<file path="src/kbd_port_pkg.sv">
// Purpose: shared constants of the keyboard host port and fast gate logic
// Assumes: 20 MHz system clock, 16-bit host I/O addresses
// Notes:   offsets, field positions, reset values and cycle counts live here
package kbd_port_pkg;

  // ----------------------------------------------------------------------
  // host i/o map
  // ----------------------------------------------------------------------
  localparam int          HOST_ADDR_W       = 16;
  localparam logic [15:0] MAILBOX_DATA_ADDR = 16'h0060;
  localparam logic [15:0] MAILBOX_CMD_ADDR  = 16'h0064;
  localparam logic [15:0] FAST_GATE_ADDR    = 16'h0092;
  localparam int          HOST_ADDR_CMD_BIT = 2;

  // ----------------------------------------------------------------------
  // status register layout
  // ----------------------------------------------------------------------
  localparam int         ST_OBF       = 0;
  localparam int         ST_IBF       = 1;
  localparam int         ST_CMD       = 3;
  localparam logic [7:0] USER_MASK    = 8'hf4;
  localparam logic [7:0] STATUS_RESET = 8'h00;

  // ----------------------------------------------------------------------
  // fast gate / reset register
  // ----------------------------------------------------------------------
  localparam logic [7:0] FAST_GATE_RESET = 8'h24;
  localparam logic [7:0] FG_FIXED_ONES   = 8'h24;
  localparam int         FG_GATE_BIT     = 1;
  localparam int         FG_RESET_BIT    = 0;

  // ----------------------------------------------------------------------
  // timing
  // ----------------------------------------------------------------------
  localparam int CLK_PERIOD_NS     = 50;
  localparam int ALT_RST_DELAY_NS  = 14000;
  localparam int ALT_RST_WIDTH_NS  = 6000;
  localparam int ALT_RST_DELAY_CYC =
    (ALT_RST_DELAY_NS + CLK_PERIOD_NS - 1) / CLK_PERIOD_NS;
  localparam int ALT_RST_WIDTH_CYC =
    (ALT_RST_WIDTH_NS + CLK_PERIOD_NS - 1) / CLK_PERIOD_NS;
  localparam int RESET_HOLD_CLKS   = 24;
  localparam int PIN_COUNT         = 4;

endpackage : kbd_port_pkg

</file>
<file path="src/alt_pulse_if.sv">
// Purpose: trigger and pulse state between fast gate logic and its timer
// Assumes: single clock domain
// Notes:   trigger is a one-cycle pulse
`timescale 1ns/1ps
`default_nettype none
interface alt_pulse_if;
  logic trigger;
  logic pulseLow;
  modport ctl   (output trigger, input pulseLow);
  modport timer (input trigger, output pulseLow);
endinterface : alt_pulse_if
`default_nettype wire

</file>
<file path="src/kbd_host_port.sv">
// Purpose: host mailbox, status flags, interrupts and fast gate/reset port
// Assumes: host and controller strobes are one-cycle pulses on clk_sys
// Notes:   rst_n is the host bus reset, the only hardware reset
`timescale 1ns/1ps
`default_nettype none

module kbd_host_port
  import kbd_port_pkg::*;
(
  input  wire logic                   clk_sys,
  input  wire logic                   rst_n,
  input  wire logic [HOST_ADDR_W-1:0] hostAddr,
  input  wire logic                   hostWr,
  input  wire logic                   hostRd,
  input  wire logic [7:0]             hostWrData,
  output var  logic [7:0]             hostRdData,
  output var  logic                   hostAck,
  input  wire logic                   cpuWr,
  input  wire logic [7:0]             cpuWrData,
  input  wire logic                   cpuRd,
  output var  logic [7:0]             cpuRdData,
  input  wire logic                   cpuStatusWr,
  input  wire logic [7:0]             cpuStatusWrData,
  output var  logic [7:0]             cpuStatus,
  input  wire logic                   enFlags,
  input  wire logic                   ctlPortKirqBit,
  input  wire logic                   ctlPortAirqBit,
  input  wire logic                   ctlPortGateBit,
  input  wire logic                   ctlResetN,
  input  wire logic                   fastGateEnable,
  input  wire logic                   kbdResetPolarity,
  output var  logic                   kbdIrqOut,
  output var  logic                   auxIrqOut,
  output var  logic                   ctlGateLine,
  output var  logic                   alternateGateLine,
  output var  logic                   alternateResetN,
  output var  logic                   kbdResetOut,
  input  wire logic [PIN_COUNT-1:0]   pinCtl,
  input  wire logic [PIN_COUNT-1:0]   pinIn,
  output var  logic [PIN_COUNT-1:0]   pinOut,
  output var  logic [PIN_COUNT-1:0]   pinOe,
  output var  logic [PIN_COUNT-1:0]   pinSense
);

  // ----------------------------------------------------------------------
  // state
  // ----------------------------------------------------------------------
  logic [7:0] outData;
  logic       gateA20Bit;
  logic       gateRstBit;

  alt_pulse_if tmr ();

  // ----------------------------------------------------------------------
  // host address decode
  // ----------------------------------------------------------------------
  wire dataSel  = (hostAddr == MAILBOX_DATA_ADDR);
  wire cmdSel   = (hostAddr == MAILBOX_CMD_ADDR);
  wire gateSel  = (hostAddr == FAST_GATE_ADDR) && fastGateEnable;
  wire anySel   = dataSel | cmdSel | gateSel;

  wire hostMbWr  = hostWr & (dataSel | cmdSel);
  wire hostObfRd = hostRd & dataSel;
  wire gateWr    = hostWr & gateSel;

  // ----------------------------------------------------------------------
  // status flags; a set in the same cycle as its clear wins
  // ----------------------------------------------------------------------
  wire out_buffer_full = cpuStatus[ST_OBF];
  wire in_buffer_full = cpuStatus[ST_IBF];

  wire next_obf = cpuWr | (out_buffer_full & ~hostObfRd);
  wire next_ibf = hostMbWr | (in_buffer_full & ~cpuRd);
  wire next_cmd = hostMbWr ? hostAddr[HOST_ADDR_CMD_BIT]
                           : cpuStatus[ST_CMD];

  wire [7:0] userBits = cpuStatusWr ? (cpuStatusWrData & USER_MASK)
                                    : (cpuStatus & USER_MASK);

  wire [7:0] flagBits = (8'h01 << ST_OBF) & {8{next_obf}}
                      | (8'h01 << ST_IBF) & {8{next_ibf}}
                      | (8'h01 << ST_CMD) & {8{next_cmd}};

  wire [7:0] next_status = userBits | flagBits;

  // ----------------------------------------------------------------------
  // fast gate register view
  // ----------------------------------------------------------------------
  wire [7:0] gateView = FG_FIXED_ONES
                      | ({7'h00, gateA20Bit} << FG_GATE_BIT)
                      | ({7'h00, gateRstBit} << FG_RESET_BIT);

  // a pulse starts only on a 0 to 1 change of bit 0
  wire pulseReq = gateWr & hostWrData[FG_RESET_BIT] & ~gateRstBit;
  assign tmr.trigger = pulseReq;

  // ----------------------------------------------------------------------
  // host read mux
  // ----------------------------------------------------------------------
  wire [7:0] hostRdValue = dataSel ? outData   :
                           cmdSel  ? cpuStatus :
                           gateSel ? gateView  : 8'h00;

  // ----------------------------------------------------------------------
  // output combinations
  // ----------------------------------------------------------------------
  wire next_kbd_irq_out = enFlags ? (ctlPortKirqBit & next_obf)
                           : ctlPortKirqBit;
  wire next_airq = enFlags ? (ctlPortAirqBit & ~next_ibf)
                           : ctlPortAirqBit;

  // enabled pulse merged with the controller's own reset request
  wire mergedRstN = ctlResetN & ~(fastGateEnable & tmr.pulseLow);
  wire next_kbdReset = mergedRstN ^ kbdResetPolarity;

  // ----------------------------------------------------------------------
  // mailbox registers
  // ----------------------------------------------------------------------
  always_ff @(posedge clk_sys or negedge rst_n) begin
    if (!rst_n) begin
      cpuStatus <= STATUS_RESET;
      outData   <= 8'h00;
      cpuRdData <= 8'h00;
    end else begin
      cpuStatus <= next_status;
      if (cpuWr) outData <= cpuWrData;
      if (hostMbWr) cpuRdData <= hostWrData;
    end
  end

  // ----------------------------------------------------------------------
  // host answer
  // ----------------------------------------------------------------------
  always_ff @(posedge clk_sys or negedge rst_n) begin
    if (!rst_n) begin
      hostRdData <= 8'h00;
      hostAck    <= 1'b0;
    end else begin
      hostAck <= (hostRd | hostWr) & anySel;
      if (hostRd && anySel) hostRdData <= hostRdValue;
    end
  end

  // ----------------------------------------------------------------------
  // fast gate register
  // ----------------------------------------------------------------------
  always_ff @(posedge clk_sys or negedge rst_n) begin
    if (!rst_n) begin
      gateA20Bit <= FAST_GATE_RESET[FG_GATE_BIT];
      gateRstBit <= FAST_GATE_RESET[FG_RESET_BIT];
    end else if (gateWr) begin
      gateA20Bit <= hostWrData[FG_GATE_BIT];
      gateRstBit <= hostWrData[FG_RESET_BIT];
    end
  end

  // ----------------------------------------------------------------------
  // registered outputs
  // ----------------------------------------------------------------------
  always_ff @(posedge clk_sys or negedge rst_n) begin
    if (!rst_n) begin
      kbdIrqOut         <= 1'b0;
      auxIrqOut         <= 1'b0;
      ctlGateLine       <= 1'b0;
      alternateGateLine <= 1'b0;
      alternateResetN   <= 1'b1;
      kbdResetOut       <= 1'b1;
    end else begin
      kbdIrqOut         <= next_kbd_irq_out;
      auxIrqOut         <= next_airq;
      ctlGateLine       <= ctlPortGateBit;
      alternateGateLine <= gateA20Bit;
      alternateResetN   <= ~tmr.pulseLow;
      kbdResetOut       <= next_kbdReset;
    end
  end

  // ----------------------------------------------------------------------
  // submodules
  // ----------------------------------------------------------------------
  // each count rounded up to whole cycles from its own documented minimum
  alt_reset_timer #(
    .DELAY_CYC (ALT_RST_DELAY_CYC),
    .WIDTH_CYC (ALT_RST_WIDTH_CYC)
  ) u_timer (
    .clk_sys (clk_sys),
    .rst_n   (rst_n),
    .tmr     (tmr.timer)
  );

  kbd_pin_bank #(
    .PINS (PIN_COUNT)
  ) u_pins (
    .clk_sys  (clk_sys),
    .rst_n    (rst_n),
    .portBits (pinCtl),
    .pinIn    (pinIn),
    .pinOut   (pinOut),
    .pinOe    (pinOe),
    .pinSense (pinSense)
  );

  // fall is due 274 cycles after the eight high samples
  localparam int PULSE_LO = 272;
  localparam int PULSE_HI = 276;

  // helper: length of the current low pulse on alternateResetN
  logic [15:0] lowCnt;
  always_ff @(posedge clk_sys or negedge rst_n) begin
    if (!rst_n) lowCnt <= 16'h0000;
    else if (!alternateResetN) lowCnt <= lowCnt + 16'h0001;
    else lowCnt <= 16'h0000;
  end
endmodule : kbd_host_port
`default_nettype wire

</file>
<file path="src/alt_reset_timer.sv">
// Purpose: delayed fixed-width pulse for the alternate cpu reset
// Assumes: trigger only while idle is acted upon
// Notes:   counts run on clk_sys directly, no divider needed
`timescale 1ns/1ps
`default_nettype none
module alt_reset_timer
  import kbd_port_pkg::*;
#(
  parameter int DELAY_CYC = ALT_RST_DELAY_CYC,
  parameter int WIDTH_CYC = ALT_RST_WIDTH_CYC
) (
  input wire logic         clk_sys,
  input wire logic         rst_n,
  alt_pulse_if.timer       tmr
);
  localparam int CNT_W = $clog2((DELAY_CYC > WIDTH_CYC ?
                                 DELAY_CYC : WIDTH_CYC) + 1);

  if (DELAY_CYC < 1 || WIDTH_CYC < 1) begin : g_bad_cfg
    $error("alt_reset_timer: counts must be at least one cycle");
  end

  typedef enum logic [2:0] {
    ST_IDLE  = 3'b001,
    ST_WAIT  = 3'b010,
    ST_PULSE = 3'b100
  } tstate_t;

  tstate_t          state;
  logic [CNT_W-1:0] cnt;

  wire cntDone = (cnt == '0);
  assign tmr.pulseLow = (state == ST_PULSE);

  always_ff @(posedge clk_sys or negedge rst_n) begin
    if (!rst_n) begin
      state <= ST_IDLE;
      cnt   <= '0;
    end else begin
      unique case (state)
        ST_IDLE: if (tmr.trigger) begin
          state <= ST_WAIT;
          cnt   <= CNT_W'(DELAY_CYC - 1);
        end
        ST_WAIT: if (cntDone) begin
          state <= ST_PULSE;
          cnt   <= CNT_W'(WIDTH_CYC - 1);
        end else cnt <= cnt - 1'b1;
        ST_PULSE: if (cntDone) state <= ST_IDLE;
                  else cnt <= cnt - 1'b1;
      endcase
    end
  end
endmodule : alt_reset_timer
`default_nettype wire

</file>
<file path="src/kbd_pin_bank.sv">
// Purpose: open-drain keyboard and aux pins driven from controller port bits
// Assumes: a port bit of 1 pulls its pin low (pin is the inverted bit)
// Notes:   enable low means driving; all pins pulled low under reset
`timescale 1ns/1ps
`default_nettype none
module kbd_pin_bank
  import kbd_port_pkg::*;
#(
  parameter int PINS = PIN_COUNT
) (
  input  wire logic            clk_sys,
  input  wire logic            rst_n,
  input  wire logic [PINS-1:0] portBits,
  input  wire logic [PINS-1:0] pinIn,
  output var  logic [PINS-1:0] pinOut,
  output var  logic [PINS-1:0] pinOe,
  output var  logic [PINS-1:0] pinSense
);
  if (PINS < 1) begin : g_bad_cfg
    $error("kbd_pin_bank: at least one pin");
  end

  for (genvar i = 0; i < PINS; i++) begin : g_pin
    always_ff @(posedge clk_sys or negedge rst_n) begin
      if (!rst_n) begin
        pinOut[i]   <= 1'b0;
        pinOe[i]    <= 1'b0;
        pinSense[i] <= 1'b0;
      end else begin
        pinOut[i]   <= 1'b0;
        pinOe[i]    <= ~portBits[i];
        pinSense[i] <= pinIn[i];
      end
    end
  end
endmodule : kbd_pin_bank
`default_nettype wire

</file>
<file path="config.mk">
export PLATFORM = sky130hd
export DESIGN_NAME = kbd_host_port
export DESIGN_NICKNAME = d
export VERILOG_FILES = /design/src/kbd_port_pkg.sv /design/src/alt_pulse_if.sv /design/src/kbd_host_port.sv /design/src/alt_reset_timer.sv /design/src/kbd_pin_bank.sv
export SDC_FILE = /design/constraint.sdc
export NUM_CORES = 1
export LEC_CHECK = 0
export ABC_CLOCK_PERIOD_IN_PS = 3100
export BUFFER_PORTS_ARGS = -buffer_cell sky130_fd_sc_hd__buf_2
export CAP_MARGIN = 20
export CORE_ASPECT_RATIO = 1.2
export CORE_UTILIZATION = 35
export DETAILED_ROUTE_END_ITERATION = 10
export PLACE_DENSITY = 0.68
export SETUP_SLACK_MARGIN = 0.15
export SLEW_MARGIN = 20
export SYNTH_ARGS = -nofsm -noshare
export SYNTH_HDL_FRONTEND = slang
export SYNTH_SLANG_ARGS = --single-unit
</file>
<file path="constraint.sdc">
create_clock -name clk_sys -period 3.1 [get_ports clk_sys]
set_clock_uncertainty 0.2 [all_clocks]
set_input_delay 0.31 -clock clk_sys [delete_from_list [all_inputs] [get_ports clk_sys]]
set_output_delay 0.31 -clock clk_sys [all_outputs]
set_load 0.005 [all_outputs]
</file>
# Yosys cells after proc, flatten, opt, wreduce, memory -nomap -nowiden
# Index checks and enable logic that the tools add are counted.
# totals
reg_bits	61
latchBits	0
ram_bits	0
romBits	0
in_bits	62
out_inout_bits	43
word_cells	86
n_memories	0
# classes
addsub	1
mul	0
div	0
n_lt_le_gt_ge	0
n_eq_ne	10
shift	0
n_mux	15
n_bitwise	32
reduce_logical	5
# ops
operator	count
== test 16 x 7 -> 1 bit, second input constant	2
two-way mux 9 bit	3
one-hot mux 9 bit (3 select lines)	1
two-way mux 8 bit	3
== test 16 x 8 -> 1 bit, second input constant	1
bitwise AND 1 bit	12
inverter 1 bit	10
logical NOT 9 bit	1
two-way mux 3 bit	3
one-hot mux 3 bit (3 select lines)	1
subtractor 9 x 1 -> 9 bit, second input constant	1
OR 8 x 4 -> 8 bit	1
two-way mux 6 bit	1
OR 6 x 1 -> 6 bit	1
OR 1 bit	5
inequality test 2 x 1 -> 1 bit, second input constant	2
inequality test 2 bit, second input constant	2
OR 2 x 4 -> 4 bit	1
== test 3 x 1 -> 1 bit, second input constant	1
== test 3 x 2 -> 1 bit, second input constant	1
== test 3 bit, second input constant	1
two-way mux 1 bit	3
AND reduction 3 bit	1
logical AND 1 bit	2
3 further kinds	3

# Longest topological paths before layout
# depth
word_depth	8
ltp_mapped	7
mapped_depth_nobuf	7

# By module
# From an unflattened synthesis, not the netlist that was laid out.
# hier_totals
cells_unflattened	228
area_unflattened_um2	2735.1
# by_module_without_submodules
mod	n_inst	cells_each	area_each_um2	seq_area_each_um2
kbd_host_port	1	138	1774.2	1028.5
alt_reset_timer	1	73	711.9	301.5
kbd_pin_bank	1	17	249.0	200.2

# Worst setup path after synthesis
# No wires, ideal clock.
# synth_path
kind	register -> register
startpoint	register u_timer.cnt[0]
endpoint	register u_timer.cnt[4]
setup_ns	0.087
arrival_ns	1.919
t_required_ns	2.813
setup_slack_ns	0.895
path_stages_with_launch	8
path_buffers	0
synth_period_minus_slack_ns	2.205
cell_sequence	dfrtp_1 inv_1 ha_1 or4b_4 nor3_4 o21ai_2 and4_1 a211oi_2
# synth_between
elab_chain_cells	3
word_cells_on_any_way	7
cone_classes	add/sub: 1; eq/ne: 1; mux: 3; reduce/logical: 2
# synth_rtl
item	line	source
start, declared	alt_reset_timer.sv:30	logic [CNT_W-1:0] cnt;
start signal, assigned	alt_reset_timer.sv:43	cnt <= CNT_W'(DELAY_CYC - 1);
start signal, assigned	alt_reset_timer.sv:47	cnt <= CNT_W'(WIDTH_CYC - 1);
start signal, assigned	alt_reset_timer.sv:48	end else cnt <= cnt - 1'b1;
subtractor 9 x 1 -> 9 bit or logical NOT 9 bit (tied branches)	alt_reset_timer.sv:48, alt_reset_timer.sv:50, alt_reset_timer.sv:32	
two-way mux 9 bit (tied with other cells)	alt_reset_timer.sv:49	ST_PULSE: if (cntDone) state <= ST_IDLE;
one-hot mux 9 bit (3 select lines) or AND reduction 2 bit (tied branches)	--	
# Several ways; a longest one is shown, not always the timed one. The select of a mux whose other input is x is not followed.
# A chain may end at the register's enable or synchronous reset.

# Worst setup path after layout
# layout_path
startpoint	register u_timer.cnt[0]
endpoint	register u_timer.cnt[0]
# Same word-level chain as after synthesis.

==> results.yml <==
die:
  core_area_sq_mm: 0.007274
  ios: 105
  die_w_um: 81.06
  rows: 34
  die_area_sq_mm: 0.007852
  die_h_um: 96.87
  initial_core_util: 0.3609
synth:
  async_flop_share: 1.000
  avgSynthCellArea_sq_um: 12.10
  netlist_area_sq_mm: 0.002625
  synth_edf_count: 0
  syn_inst: 217
  ys_types: 49
  synth_seq_cells: 61
  yosys_warnings: 0
  synth_ff_type: "dfrtp_1"
  ys_seq_area_frac: 0.5829
global_route:
  grtUsageTotal: 0.1665
  grt_pass1_wl_um: 9956
  gr-total-overflow: 0
  grt_use_met1: 0.2026
  grtUsageMet2: 0.2696
  use_met3: 0.03302
  antenna_found_initial: 0
  grt-busiest-layer: "met2"
  grt_max_degree: 46
  grt_pass1_vias: 2175
sta:
  slew_headroom: 0.6222
  slew_violations: 0
  finalHoldViolations: 0
  min_period_ns: 2.471
  max_freq_mhz: 404.6
  worst_pin_slew_ns: 0.5667
  min_period_over_period: 0.7972
  setup_viol: 0
  setup_tns_ns: 0
  rsz0062_at_grt: "no"
job:
  drv_cap: 0
route:
  vias_per_cell: 4.786
  drt_iter0_drc: 92
  drc_errors: 0
  wl_per_cell_um: 13.65
  via_count: 2106
  postRouteAntennaNets: 0
  dr.pass1.iters: 4
  wl_um: 6007
cts:
  cts_buffers: 9
  ctsHoldBuffers: 21
  clk_pin_slew_ns: 0.07
  post_cts_buffers: 0
  cts.sinks: 61
  cts_tree: "yes"
  root_buffer: "clkbuf_8"
  clockBufferDepth: 2
  htree_levels: 3
  clkLatencyLatePin_ns: 0.33
  cts_resized: 0
pwr:
  ir_drop_v: 0.0002905
  leakage_nw: 1.794
  p_per_area_mw_per_mm2: 456.9
setup_path:
  setup.worst_path.start: "u_timer.cnt[0]$_DFFE_PN0P_"
  r2r-start: "u_timer.cnt[0]$_DFFE_PN0P_"
  cp_top_family: "simple AND/OR/NAND/NOR gates"
  worst-path-max-fanout: 7
  r2r-end: "u_timer.cnt[0]$_DFFE_PN0P_"
  cp.depth: 7
  r2r_setup_slack_ns: 0.63
  crit_top_cell: "nand2_1"
  endpoint: "u_timer.cnt[0]$_DFFE_PN0P_"
  start_kind: "register"
  cp-end-kind: "register"
  worst_ep_required_time_ns: 3.10
  critPathMaxStageDelay_ns: 0.53
  critPathBufInv: 1
  worstPathArrival_ns: 2.47
  path_cells: "inv_1 > ha_1 > or4b_4 > nor3_4 > nand2_1 > nand2_1 > o21ai_0"
  r2r_cells: 7
  worst-setup-path-type: "reg -> reg"
  critPathSlowestCell: "or4b_4"
hold_path:
  hold_class: "in -> reg"
place:
  dpl_cell_area_sq_mm: 0.003216
  hpwl_um: 4340
  io_buffers: 97
  dp.cells: 402
  gp_congestion: 0.8300
layout:
  final_common_cell: "buf_2"
  drive_gt1_frac: 0.4429
  fin_cells: 440
  stdcell_area_sq_mm: 0.003631
  final_cell_mix: "buf_2 (96), dfrtp_1 (58), mux2_2 (25), dlygate4sd3_1 (22), nand2_1 (17)"
  final_nets: 408
  fillerInstances: 652
  synthToLayoutAreaGrowth_pct: 38.32
  diodes: 0
outcome:
  status: "finished, final reports clean"
==> power breakdown <==
group / total (mW) / leakage, nW / internal, mW / switching (mW)
sequential: 0.835 / 0.745 / 0.822 / 0.0127
combinational: 0.138 / 0.963 / 0.0811 / 0.0569
clock: 0.686 / 0.0858 / 0.373 / 0.313
==> synthesized netlist by cell type, types with 3 or more instances <==
cell	number	area, sq um
o31ai_1	6	45.04
nor2_1	11	41.29
a21oi_1	4	20.02
nor2b_1	5	31.28
nand2_1	17	63.81
buf_4	4	30.03
dfrtp_1	58	1451
inv_1	12	45.04
o21ai_0	10	50.05
nor3_1	3	15.01
dfstp_2	3	78.83
mux2i_1	4	40.04
clkbuf_1	5	18.77
mux2_2	25	281.5
==> metal layers <==
metal / routed length [um] / share of wire / vias to the layer above
met5: 0 / 0 / -
met4: 150 / 0.025 / 0
met3: 260 / 0.043 / 14
met2: 3156 / 0.53 / 59
met1: 2439 / 0.41 / 1008
li1: - / - / 1025
==> flip-flops by register name (all words and copies together), names as in the netlist <==
signal and flops:
ctlGateLine 1, hostAck 1, u_timer.state 3, gateA20Bit 1, outData 8, auxIrqOut 1
hostRdData 8, cpuRdData 8, u_pins.pinOe 4, u_pins.pinSense 4, alternateResetN 1, gateRstBit 1
cpuStatus 8, kbdResetOut 1, u_timer.cnt 9, alternateGateLine 1, kbdIrqOut 1
==> metrics by stage <==
step	total power, mW	utilization	setup slack [ns]	hold slack, ns
2_1_floorplan	0.8907	-	0.8946	-0.1856
3_3_place_gp	0.9640	0.4420	0.7344	0.1901
3_5_place_dp	0.9670	0.4420	0.6488	0.2036
4_1_cts	1.679	0.4974	0.6324	0.001630
5_1_grt	1.739	0.4991	0.4485	0.0005103
6_report	1.659	0.4991	0.6287	0.01680
==> how the worst min path moves through the flow <==
stage                      startpoint                          end  cells past startpoint
2_1_floorplan                   rst_n  alternateGateLine$_DFF_PN0_                      0
3_3_place_gp   gateA20Bit$_DFFE_PN0N_  alternateGateLine$_DFF_PN0_                      0
3_5_place_dp   gateA20Bit$_DFFE_PN0N_  alternateGateLine$_DFF_PN0_                      0
4_1_cts                 hostWrData[4]     cpuRdData[4]$_DFFE_PN0P_                      2
5_1_grt            cpuStatusWrData[2]     cpuStatus[2]$_DFFE_PN0P_                      2
6_report                 cpuWrData[1]       outData[1]$_DFFE_PN0P_                      2
==> final cells by class <==
cell class	instances	area (sq um)	share of cell area
timing repair buffer	123	738.2	0.2033
clock inverter	5	61.31	0.01688
sequential	61	1530	0.4214
multi-input combinational	138	1012	0.2788
inverter	12	45.04	0.01241
clock buffer	11	131.4	0.03618
tap	90	112.6	0.03101
==> kinds of logic (layout without fill, tap and decap cells) <==
family,count (synthesis),count (layout),share of synthesized area
adders and majority gates,1,1,0.004766
buffers and inverters,21,151,0.03575
other,1,4,0.001429
AOI/OAI and AO/OA,42,42,0.1139
xor gates and xnor gates,1,1,0.003337
and+or+nand+nor,61,61,0.1354
DFF,61,61,0.5829
muxes,29,29,0.1225
Power figures use the tool's default switching activity.
